### src/rtl/bda_cfg.svh
// Purpose: Constants for the decimal-adjust / decrement datapath
// Assumes: 16-bit instruction words, 8-bit data
// Notes:   Included by bare name; definitions only
`ifndef BDA_CFG_SVH
`define BDA_CFG_SVH

// Operand-free decimal adjust word
`define BDA_ADJ_WORD 16'h0007
// Decrement opcode field, bits 15:10
`define BDA_DEC_OPC 6'h01
`define BDA_OPC_HI 15
`define BDA_OPC_LO 10
// Field positions inside the decrement word
`define BDA_DEST_BIT 9
`define BDA_BANK_BIT 8
// BCD correction constants
`define BDA_BCD_MAX 4'h9
`define BDA_BCD_FIX 4'h6
// Access bank split: low part maps to bank 0, high part to bank F
`define BDA_ACC_SPLIT 8'h80
`define BDA_ACC_HI_BANK 4'hF
// Reset values
`define BDA_W_RST 8'h00
`define BDA_BANK_RST 4'h0

`endif

### src/rtl/bda_pkg.sv
// Purpose: Types for the decimal-adjust / decrement datapath
// Assumes: Constants come from bda_cfg.svh
// Notes:   Types only
`default_nettype none
package bda_pkg;
   // Status flags kept by the datapath
   typedef struct packed
   {
      logic negative;
      logic overflow_flag;
      logic zero;
      logic digit_carry_flag;
      logic carry;
   } bda_flags_t;

   // File register write request
   typedef struct packed
   {
      logic we;
      logic [11:0] addr;
      logic [7:0] data;
   } bda_fwrite_t;

   // Decoded operation
   typedef enum logic [1:0]
   {
      BDA_OP_NONE,
      BDA_OP_ADJ,
      BDA_OP_DEC
   } bda_op_t;
endpackage : bda_pkg
`default_nettype wire

### src/rtl/bda_decoder.sv
// Purpose: Classifies an instruction word for the datapath
// Assumes: Word valid in the cycle it is presented
// Notes:   Pure combinational
`default_nettype none
`include "bda_cfg.svh"
module bda_decoder
   import bda_pkg::*;
(
   input wire logic [15:0] instr,
   output logic [11:0] fa_addr,
   output bda_op_t op,
   output logic dest_file
);
   // Access bank: low offsets map to bank 0, high offsets to the top bank
   logic [3:0] acc_bank;
   assign acc_bank = (instr[7:0] < `BDA_ACC_SPLIT) ? 4'h0 : `BDA_ACC_HI_BANK;

   // Opcode classification
   always_comb
   begin
      op = BDA_OP_NONE;
      if (instr == `BDA_ADJ_WORD)
         op = BDA_OP_ADJ;
      else if (instr[`BDA_OPC_HI:`BDA_OPC_LO] == `BDA_DEC_OPC)
         op = BDA_OP_DEC;
   end

   assign dest_file = instr[`BDA_DEST_BIT];
   assign fa_addr = {acc_bank, instr[7:0]};
endmodule : bda_decoder
`default_nettype wire

### src/rtl/bda_alu.sv
// Purpose: Execution datapath for decimal adjust and file decrement
// Assumes: File read data arrives combinationally for FILE_ADDR
// Notes:   One instruction per clock when INSTR_VALID is high
`default_nettype none
`include "bda_cfg.svh"
module bda_alu
   import bda_pkg::*;
#(
   parameter int DW = 8
)
(
   input wire logic MCLK,
   input wire logic RESET,
   input wire logic INSTR_VALID,
   input wire logic [15:0] INSTR,
   input wire logic [3:0] BANK_SELECT_REGISTER,
   input wire logic [DW-1:0] FILE_RDATA,
   output logic [11:0] FILE_ADDR,
   output bda_fwrite_t FILE_WR,
   output logic [DW-1:0] W_OUT,
   output bda_flags_t FLAGS,
   output logic DONE
);

   ////////////////////////////////////////////////////////////////////////
   // Decode and address formation
   bda_op_t op;
   logic dest_file;
   logic [11:0] raw_addr;

   bda_decoder u_dec
   (
      .instr(INSTR),
      .fa_addr(raw_addr),
      .op(op),
      .dest_file(dest_file)
   );

   // Bank bit picks bank select or the decoder's access-bank address
   function automatic logic [11:0] form_addr(input logic bank_bit, input logic [11:0] acc_addr,
      input logic [3:0] bank_sel);
      if (bank_bit)
         form_addr = {bank_sel, acc_addr[7:0]};
      else
         form_addr = acc_addr;
   endfunction : form_addr

   assign FILE_ADDR = form_addr(INSTR[`BDA_BANK_BIT], raw_addr, BANK_SELECT_REGISTER);

   ////////////////////////////////////////////////////////////////////////
   // Arithmetic
   logic [DW-1:0] w_r, w_nxt;
   bda_flags_t fl_r, fl_nxt;
   bda_fwrite_t wr_r, wr_nxt;
   logic done_r, done_nxt;
   logic [4:0] lo_sum;
   logic [4:0] hi_sum;
   logic [3:0] lo_in;
   logic [3:0] hi_in;
   logic lo_fix;
   logic hi_fix;
   logic [DW:0] dec_full;
   logic [4:0] dec_lo;

   // Adjust: nibble corrections, carry ripples from low into high nibble
   always_comb
   begin
      lo_in = w_r[3:0];
      lo_fix = (lo_in > `BDA_BCD_MAX) || fl_r.digit_carry_flag;
      lo_sum = lo_fix ? ({1'b0, lo_in} + {1'b0, `BDA_BCD_FIX}) : {1'b0, lo_in};
      hi_in = w_r[7:4] + {3'b000, lo_sum[4]};
      hi_fix = (w_r[7:4] > `BDA_BCD_MAX) || fl_r.carry || (lo_sum[4] && hi_in > `BDA_BCD_MAX);
      hi_sum = hi_fix ? ({1'b0, hi_in} + {1'b0, `BDA_BCD_FIX}) : {1'b0, hi_in};
   end

   // Decrement as add of all-ones so carry means no borrow
   assign dec_full = {1'b0, FILE_RDATA} + {1'b0, {DW{1'b1}}};
   assign dec_lo = {1'b0, FILE_RDATA[3:0]} + 5'h0F;

   ////////////////////////////////////////////////////////////////////////
   // Next-state: one instruction completes per clock
   always_comb
   begin
      w_nxt = w_r;
      fl_nxt = fl_r;
      wr_nxt = '0;
      done_nxt = 1'b0;
      if (INSTR_VALID)
      begin
         unique case (op)
            BDA_OP_ADJ:
            begin
               w_nxt = {hi_sum[3:0], lo_sum[3:0]};
               // Carry is sticky: a set carry stays set through the adjust
               fl_nxt.carry = fl_r.carry | hi_sum[4] | hi_fix;
               done_nxt = 1'b1;
            end
            BDA_OP_DEC:
            begin
               if (dest_file)
               begin
                  wr_nxt.we = 1'b1;
                  wr_nxt.addr = FILE_ADDR;
                  wr_nxt.data = dec_full[DW-1:0];
               end
               else
                  w_nxt = dec_full[DW-1:0];
               // Carry and digit carry report no borrow
               fl_nxt.carry = dec_full[DW];
               fl_nxt.digit_carry_flag = dec_lo[4];
               fl_nxt.negative = dec_full[DW-1];
               fl_nxt.zero = (dec_full[DW-1:0] == '0);
               // Only 0x80 minus one overflows signed range
               fl_nxt.overflow_flag = FILE_RDATA[DW-1] & ~dec_full[DW-1];
               done_nxt = 1'b1;
            end
            BDA_OP_NONE:
            begin
               done_nxt = 1'b0;
            end
         endcase
      end
   end

   // State registers
   always_ff @(posedge MCLK)
   begin
      if (RESET)
      begin
         w_r <= `BDA_W_RST;
         fl_r <= '0;
         wr_r <= '0;
         done_r <= 1'b0;
      end
      else
      begin
         w_r <= w_nxt;
         fl_r <= fl_nxt;
         wr_r <= wr_nxt;
         done_r <= done_nxt;
      end
   end

   assign W_OUT = w_r;
   assign FLAGS = fl_r;
   assign FILE_WR = wr_r;
   assign DONE = done_r;
endmodule : bda_alu
`default_nettype wire

### config.mk
export PLATFORM = sky130hd
export DESIGN_NAME = bda_alu
export DESIGN_NICKNAME = d
export VERILOG_FILES = /design/src/rtl/bda_pkg.sv /design/src/rtl/bda_decoder.sv /design/src/rtl/bda_alu.sv
export VERILOG_INCLUDE_DIRS = /design/src /design/src/rtl
export SDC_FILE = /design/constraint.sdc
export NUM_CORES = 1
export LEC_CHECK = 0
export BUFFER_PORTS_ARGS = -buffer_cell sky130_fd_sc_hd__buf_2
export CAP_MARGIN = 40
export CORE_MARGIN = 2
export CORE_UTILIZATION = 30
export CTS_CLUSTER_DIAMETER = 50
export DETAILED_ROUTE_END_ITERATION = 6
export GPL_TIMING_DRIVEN = 0
export PLACE_DENSITY = 0.54
export SETUP_SLACK_MARGIN = 0.1
export SYNTH_ARGS = -nofsm -noshare
export SYNTH_HDL_FRONTEND = slang
export SYNTH_HIERARCHICAL = 1
export SYNTH_SLANG_ARGS = --single-unit
### constraint.sdc
create_clock -name MCLK -period 4.39 [get_ports MCLK]
set_input_delay 0.878 -clock MCLK [delete_from_list [all_inputs] [get_ports MCLK]]
set_output_delay 0.878 -clock MCLK [all_outputs]
set_load 0.02 [all_outputs]
==> results list, run 1 <==
* Outcome: complete, no violations
* Worst Max-Slew Pin Slew: between 0.5 and 0.6 ns
- From bottom edge to top edge, the die measures between 80 and 90 um.
- The clock reaches the later pin of the worst-skew pair after ~0.29 ns.
- Buffers placed on the I/O ports in this run total 76.
* Power density relative to cell area: just under 300 nW/um^2
- The initial antenna violation count was 0.
* Vias: between 1.5k and 2k
- Achievable clock frequency: between 300 and 400 MHz
- Netlist area before placement: about 1800 um^2
* Leakage power of the design: roughly 1.1 nW
- Largest net degree at the start of global routing: 14
- Number of distinct standard cells referenced by the synthesized netlist: between 40 and 50
- GRT Resource Usage Total: roughly 15%
* Floorplan row count: 28
- The detail route stage leaves a number of antenna-violating nets equal to 0.
- Clock Pin Slew Worst Setup and Hold Paths: ~0.080 ns
- The congestion estimate from routability-driven global placement came to roughly 0.77.
- Io pins: a little under 80
* Number of warnings printed during yosys synthesis: 6
- Fraction of layout instances using a drive strength above 1: just under 40%
- Routed WL: roughly 4600 um
* Crit path time final: 2.97 ns
- For this design, the sink count on the clock tree is 35.
- The die covers around 6600 um^2.
* Total congestion overflow after global routing: 0
- The detailed router finished its first iteration with between 40 and 50 violations.
- After synthesis, flip-flops and latches occupy roughly 39% of the total area.
* Via count normalized by instance count: between 4 and 5
- The wire-length estimate of the detail-placed layout is ~3600 um.
* Number of nets produced by synthesis: 240
- Post-CTS setup buffer count: 0
- No sink is reached through more buffers than the 2 on the longest clock path.
* Core Box Area: roughly 6000 um^2
* Critical R2R Launch: W_OUT[1]
- Avg Synthesized Cell Area: 9.03 um^2
- The H-tree generated during clock tree synthesis spans 2 levels.
- For this run, the post-layout net count is ~320.
* Layout overhead on the synthesized area: 32.8%
- The number of clock buffers added by TritonCTS is 5.
* Ant. Diodes: 0
- Startpoint of the most critical hold path: FLAGS[3]
- Critical path start-end classification: input port to flip-flop
* Number of global-route vias before repair: 1,525
- Counting flops and latches in the post-synthesis netlist gives 35.
- In the routed design, unresolved DRC markers number 0.
* Final Total Pwr: ~0.7 mW
* Worst Hold Endpoint: FLAGS[3]
- Yosys mapped a number of flops with a built-in enable equal to 0.
- From left edge to right edge, the die measures just over 80 um.
- Worst slew margin: 62.3%
* Cell at the root of the clock tree: sky130_fd_sc_hd__clkbuf_8
* Hold-critical path depth: 2
* Worst R2R Setup Slack: around 2.3 ns
* First-pass DRT Iterations: 4
* Number of instances resized during post-cts repair: 0
- Setup repair after global routing left no endpoint under its margin.
* Crit. End Element: flip-flop
- VDD sags by at most 101 uV.
- For the final database, setup skew stands at 0.00320 ns.
- Count of max-cap constraint violations: 0
- Cells fill 40.8% of the core in the end.
- Worst hold-check path type: flip-flop to flip-flop
- STA puts the critical path data required time at ~4.6 ns.
- Global-route wire length before repair: about 7500 um
- Instance count of the mapped netlist: between 150 and 200
* Wire length per cell after detailed routing: between 10 and 15 um
- In this run the critical register-to-register path is captured at W_OUT[6].
- Type of element launching the critical path: input port
* Final hold viol count: 0
* Maximum net fanout on the critical path: 10
- Setup violations remaining at the end of the flow were counted as 0.
- The final-report max-slew violation count came to 0.
* R2R cell count: 9
- Starting Density: 30.7%
* TritonCTS clock tree: built
* Arrival time of the worst setup path: approximately 3.2 ns
- For this run, asynchronously set or reset flops after synthesis account for 0%.
- The number of hold buffers added after CTS was 0.
* Top FF cell, synth: sky130_fd_sc_hd__dfxtp_1
- Summed over all failing endpoints, the final setup total negative slack is 0 ns.
- After layout, the worst path uses between 60% and 70% of the clock period.
## worst max-delay path by stage
stage,start,endpoint,slack [ns],cells past startpoint
5_1_grt,INSTR[11],FILE_WR[13],1.19,10
6_report,INSTR[11],W_OUT[7],1.42,9
2_1_floorplan,INSTR[11],W_OUT[0],1.59,9
3_5_place_dp,INSTR[11],FILE_WR[12],1.08,10
4_1_cts,INSTR[11],FILE_WR[12],1.38,10
3_3_place_gp,INSTR[11],FILE_WR[12],1.05,10
## power breakdown
| part | total, mW | switching, mW | leakage (nW) | internal (mW) |
|---|---|---|---|---|
| registers | 0.318 | 0.000396 | 0.282 | 0.318 |
| clock network | 0.302 | 0.131 | 0.0548 | 0.171 |
| logic | 0.0736 | 0.0401 | 0.757 | 0.0335 |
## placed cells by master (no fill, tap or decap), types with 3 or more instances in the layout
cell and n:
sky130_fd_sc_hd__a211oi_1 4, sky130_fd_sc_hd__a21oi_1 11, sky130_fd_sc_hd__and2_1 14, sky130_fd_sc_hd__buf_2 77
sky130_fd_sc_hd__buf_4 13, sky130_fd_sc_hd__clkbuf_1 5, sky130_fd_sc_hd__clkbuf_8 5, sky130_fd_sc_hd__dfxtp_1 35
sky130_fd_sc_hd__ha_1 10, sky130_fd_sc_hd__inv_1 13, sky130_fd_sc_hd__mux2_2 4, sky130_fd_sc_hd__nand2_1 11
sky130_fd_sc_hd__nor2_1 19, sky130_fd_sc_hd__nor2b_1 3, sky130_fd_sc_hd__nor3b_1 3, sky130_fd_sc_hd__nor4_1 4
sky130_fd_sc_hd__nor4b_1 4, sky130_fd_sc_hd__o21ai_0 4, sky130_fd_sc_hd__xnor2_1 7
## kinds of logic after synthesis
| group | synth area share, % |
|---|---|
| xor+xnor | 4.39 |
| mux | 3.62 |
| simple gates | 22.8 |
| fa+ha+maj | 6.96 |
| compound gates | 13.7 |
| buf+inv | 9.47 |
| flops | 39.0 |
## cell usage after synthesis, types with 2 or more instances
cell	instances	area share (%)
sky130_fd_sc_hd__a211oi_1	4	1.7
sky130_fd_sc_hd__a21o_1	2	0.84
sky130_fd_sc_hd__a21oi_1	11	3.1
sky130_fd_sc_hd__and2_1	14	4.9
sky130_fd_sc_hd__buf_4	13	5.4
sky130_fd_sc_hd__clkbuf_1	5	1.0
sky130_fd_sc_hd__dfxtp_1	35	39
sky130_fd_sc_hd__ha_1	10	7.0
sky130_fd_sc_hd__inv_1	13	2.7
sky130_fd_sc_hd__mux2_2	4	2.5
sky130_fd_sc_hd__mux2i_1	2	1.1
sky130_fd_sc_hd__nand2_1	11	2.3
sky130_fd_sc_hd__nand3_1	2	0.56
sky130_fd_sc_hd__nor2_1	19	4.0
sky130_fd_sc_hd__nor2b_1	3	1.0
sky130_fd_sc_hd__nor3_1	2	0.56
sky130_fd_sc_hd__nor3_2	2	1.1
sky130_fd_sc_hd__nor3b_1	3	1.3
sky130_fd_sc_hd__nor4_1	4	1.4
sky130_fd_sc_hd__nor4b_1	4	1.9
sky130_fd_sc_hd__o21ai_0	4	1.1
sky130_fd_sc_hd__xnor2_1	7	3.4
sky130_fd_sc_hd__xor2_1	2	0.98
## flip-flops by register name (all words and copies together) (netlist names)
signal and cells:
DONE 1, FILE_WR 21, FLAGS 5, W_OUT 8
## layer usage
layer	vias to the layer above	share of wire, %	global-route usage, %
met3	8	5.3	3.67
met1	757	44	18.4
met2	37	49	25.0
met4	0	1.9	6.61
li1	841	-	-
met5	-	0	0
## metrics by stage
stage               instance area [um^2]  std cells  setup slack, ns  hold WS, ns
finish                              2390        358             1.42        0.461
detailed placement                  2270        350             1.08        0.450
global placement                    2270        350             1.05        0.447
floorplan                           1800        199             1.59        0.533
CTS                                 2390        358             1.38        0.464
global route                        2390        358             1.19        0.491
## cell type report
class,count,area (um^2)
Buffer,19,121
Clock buffer,5,68.8
Clock inverter,3,46.3
Fill cell,630,3460
Inverter,13,48.8
Multi-Input combinational cell,132,926
Sequential cell,35,701
Tap cell,75,93.8
Timing Repair Buffer,76,380
## worst max-delay path: stages
cell	delay, ns
sky130_fd_sc_hd__buf_2	0.10
sky130_fd_sc_hd__or4b_1	0.53
sky130_fd_sc_hd__nor3_2	0.15
sky130_fd_sc_hd__ha_1	0.26
sky130_fd_sc_hd__clkbuf_1	0.40
sky130_fd_sc_hd__clkbuf_1	0.42
sky130_fd_sc_hd__nand2_1	0.13
sky130_fd_sc_hd__o22ai_1	0.20
sky130_fd_sc_hd__nor3b_1	0.07
Note: power is estimated with default switching activity, not from simulation.
==> run 2: changes to the inputs <==
Settings changed: PLACE_DENSITY 0.54 to 0.56.
Clock period 4.39 ns to 2.4 ns, I/O delays scaled along.
==> run 2 against run 1 <==
Against the previous run: wire length down 1.1%; critical path depth grew 1; sequential share of layout area down 1.1 points; register-to-register slack lost 2.0 ns; sequential cell count unchanged; clock power increased by 23%.
==> results list, run 2 (synthesis results as in run 1) <==
- Outcome: complete, no violations
- The initial cell density of the core is 30.7% (unchanged).
- Die W: 81.4 um (unchanged)
- Number of global-route vias before repair: 1,545 (+1.3%)
- Cell with the largest stage delay on the worst path: sky130_fd_sc_hd__or4b_4
- The number of hold-repair buffers added at the cts stage was 0 (unchanged).
* Half-perimeter wire length of the detailed placement result: 3480 um (-3.9%)
- Grouping stages by cell kind, the critical path spends the most delay in simple AND/OR/NAND/NOR gates.
* TritonCTS clock tree: built
- Area enclosed by the die boundary: 6620 um^2 (unchanged)
- The clock network fraction of design power was 33.8% (-9.7 points).
* Max Clock Skew: 0.00337 ns (+0.000169 ns)
* Type of element launching the critical path: input port
* Remaining design rule violation count: 0 (unchanged)
* Commonest non-fill, non-tap cell in the layout: sky130_fd_sc_hd__buf_2
* Final hold viol count: 0 (unchanged)
- The via count of the routed design was 1,658 (+0.91%).
* Fraction of layout instances using a drive strength above 1: 44.4% (+5.2 points)
- The number of nets with antenna violations after detailed routing is 0 (unchanged).
* Total count of max-transition violations in the final report: 0 (unchanged)
- The pre-CTS worst setup slack is -0.483 ns (-1.56 ns).
- The first-pass iteration count of the detailed router is 4 (unchanged).
- Vertical extent of the die: 81.4 um (unchanged)
- Post-Place Cell Area: 2280 um^2 (+0.50%)
- The final estimated routing congestion in global placement was 0.854 (+11%).
- Number of nets in the layout: 328 (+1.5%)
- Count of max-cap constraint violations: 0 (unchanged)
- The top cell types in the final layout, fill and taps aside, are sky130_fd_sc_hd__buf_2, sky130_fd_sc_hd__dfxtp_1, sky130_fd_sc_hd__buf_4.
* Global-route wire length before repair: 6930 um (-7.5%)
* Switching Share: 23.5% (-1.2 points)
- The number of DRC markers in iteration 0 came to 39 (-20%).
* Sinks on Clock Net: 35 (unchanged)
- Largest net degree at the start of global routing: 11 (-3)
- The data required time at the worst endpoint is 2.55 ns (-2.01 ns).
- Clock Tree Buf Depth: 2 (unchanged)
* Worst path setup slack after routing: 0.215 ns (-1.20 ns)
- Internal power consumption: 0.841 mW (+61%)
- Largest register FFs: 21 (unchanged)
- R2R cell count: 9 (unchanged)
- Dividing the final minimum period by the clock period gives a little over 90%.
- Wire length per cell after detailed routing: 12.5 um (-1.9%)
- Flop pwr share: 53.0% (+7.1 points)
- The worst IR drop on VDD came to 242 uV (+140%).
- The aggregate global routing overflow was 0 (unchanged).
* Crit. End Element: flip-flop
* Quantity of I/O buffers inserted on ports: 76 (unchanged)
* Skew-Pair Late Insertion Delay: 0.28 ns (about the same)
- Power density relative to cell area: 443 nW/um^2 (+52%)
- The worst slew margin relative to its limit came to 68.0% (+5.7 points).
- Io pins: 78 (unchanged)
- The antenna diode instance count was 0 (unchanged).
- The final routed wirelength across all metal layers was 4510 um (-1.1%).
- Startpoint of the most critical hold path: FLAGS[2]
- RR Endpoint: W_OUT[5]
- Hold-critical path depth: 2 (unchanged)
* Critical R2R Launch: W_OUT[1]
* Crit path depth: 10 (+1)
- By startpoint and endpoint, the worst setup path is classified as input port to flip-flop.
- GRT Resource Usage Total: 13.8% (-1.3 points)
- Worst R2R Setup Slack: 0.32 ns (-1.95 ns)
* Initial antenna violation count: 0 (unchanged)
- The transition time at the pin with the least slew margin was 0.479 ns (-0.0859 ns).
* Combinational cell fraction of total power: 13.1% (+2.5 points)
- Peak per-stage delay on the critical path: 0.52 ns (about the same)
- The worst path arrival time came to 2.33 ns (-0.82 ns).
- The final cell area excluding filler cells was 2480 um^2 (+3.9%).
- Clock Pin Slew Worst Setup and Hold Paths: 0.06 ns (-0.02 ns)
* Maximum net fanout on the critical path: 3 (-7)
- The number of buffers created by CTS came to 5 (unchanged).
- The number of failing setup endpoints in the final timing report is 0 (unchanged).
- Critical path cell sequence: buf_2, or4b_4, nor3_4, inv_2, ha_4, nand2_4, a21o_1, a211oi_2, mux2i_1, nor2_1
- The leakage power figure was 1.13 nW (+3.7%).
* Worst hold-check path type: flip-flop to flip-flop
- Worst Hold Endpoint: FLAGS[2]
- Crit path time final: 2.19 ns
* Floorplan row count: 28 (unchanged)
- Achievable clock frequency: around 460 MHz
- Relative to the synthesized area, the layout overhead comes to 38.0%.
- The core region area was 5850 um^2 (unchanged).
- CTS placed an instance of sky130_fd_sc_hd__clkbuf_8 at the clock tree root.
- Net Switching: 0.258 mW (+51%)
* Worst path buffer plus inverter count: 2 (-1)
* H-tree Lvls: 2 (unchanged)
- Unrepaired setup endpoints after global routing: yes
* Via count normalized by instance count: 4.59 (about the same)
[run 2: cell count changes in the layout (fill, tap and decap cells not counted), sizes merged]
cell,change
bufinv,-1
buf,+6
inv,-1
clkinvlp,-1
[run 2: tightest hold or removal path, cell delays in order, from the launching register on]
cell,delay [ns]
sky130_fd_sc_hd__dfxtp_1,0.31
sky130_fd_sc_hd__nand2_1,0.05
sky130_fd_sc_hd__a21oi_1,0.06
[run 2: worst max path at each step]
stage / startpoint / endpoint / slack (ns)
after floorplan: INSTR[11] / W_OUT[0] / 0.05
after global placement: INSTR[11] / FILE_WR[7] / -0.46
after detailed placement: INSTR[11] / FILE_WR[11] / -0.48
after CTS: INSTR[14] / W_OUT[0] / 0.1
after global routing: INSTR[15] / W_OUT[1] / 0.1
final: INSTR[15] / W_OUT[0] / 0.21
[run 2: per-stage QoR]
step                std cells  hold WS (ns)  util [%]  power, mW  setup TNS [ns]
global route              361         0.485      42.4       1.16               0
CTS                       360         0.463      41.8       1.12               0
detailed placement        350         0.446      39.0      0.732           -9.61
finish                    361         0.462      42.4       1.10               0
global placement          350         0.453      39.0      0.731           -9.13
floorplan                 199         0.533         -      0.671               0
[run 2: per-layer routing]
| layer | up-vias | global-route usage (%) | part of all wire [%] |
|---|---|---|---|
| met3 | 7 | 4.56 | 9.5 |
| met4 | 0 | 5.76 | 1.3 |
| met1 | 728 | 16.4 | 45 |
| li1 | 855 | - | - |
| met2 | 68 | 22.5 | 44 |
| met5 | - | 0 | 0 |
[run 2: cell type report]
type,instances,area [um^2]
sequential,35,701
buffer,19,135
timing repair buffer,81,424
multi-input combinational,132,1000
inverter,13,51.3
fill,575,3370
clock buffer,6,72.6
tap,75,93.8
[run 2: repair_timing]
action                                  4_1_cts  5_1_grt
endpoints found under the hold margin         0        0
cloned                                        0        0
gates resized for setup                      16        7
endpoints found under the setup margin       25       21
pin swaps                                     5        3
buffers inserted                              4        1
[run 2: power groups by stage]
stage / combinational [mW] / sequential, mW / clock, mW
6_report: 0.144 / 0.583 / 0.372
5_1_grt: 0.156 / 0.582 / 0.423
4_1_cts: 0.144 / 0.582 / 0.397
3_5_place_dp: 0.136 / 0.595 / 0
3_3_place_gp: 0.136 / 0.595 / 0
2_1_floorplan: 0.0739 / 0.597 / 0
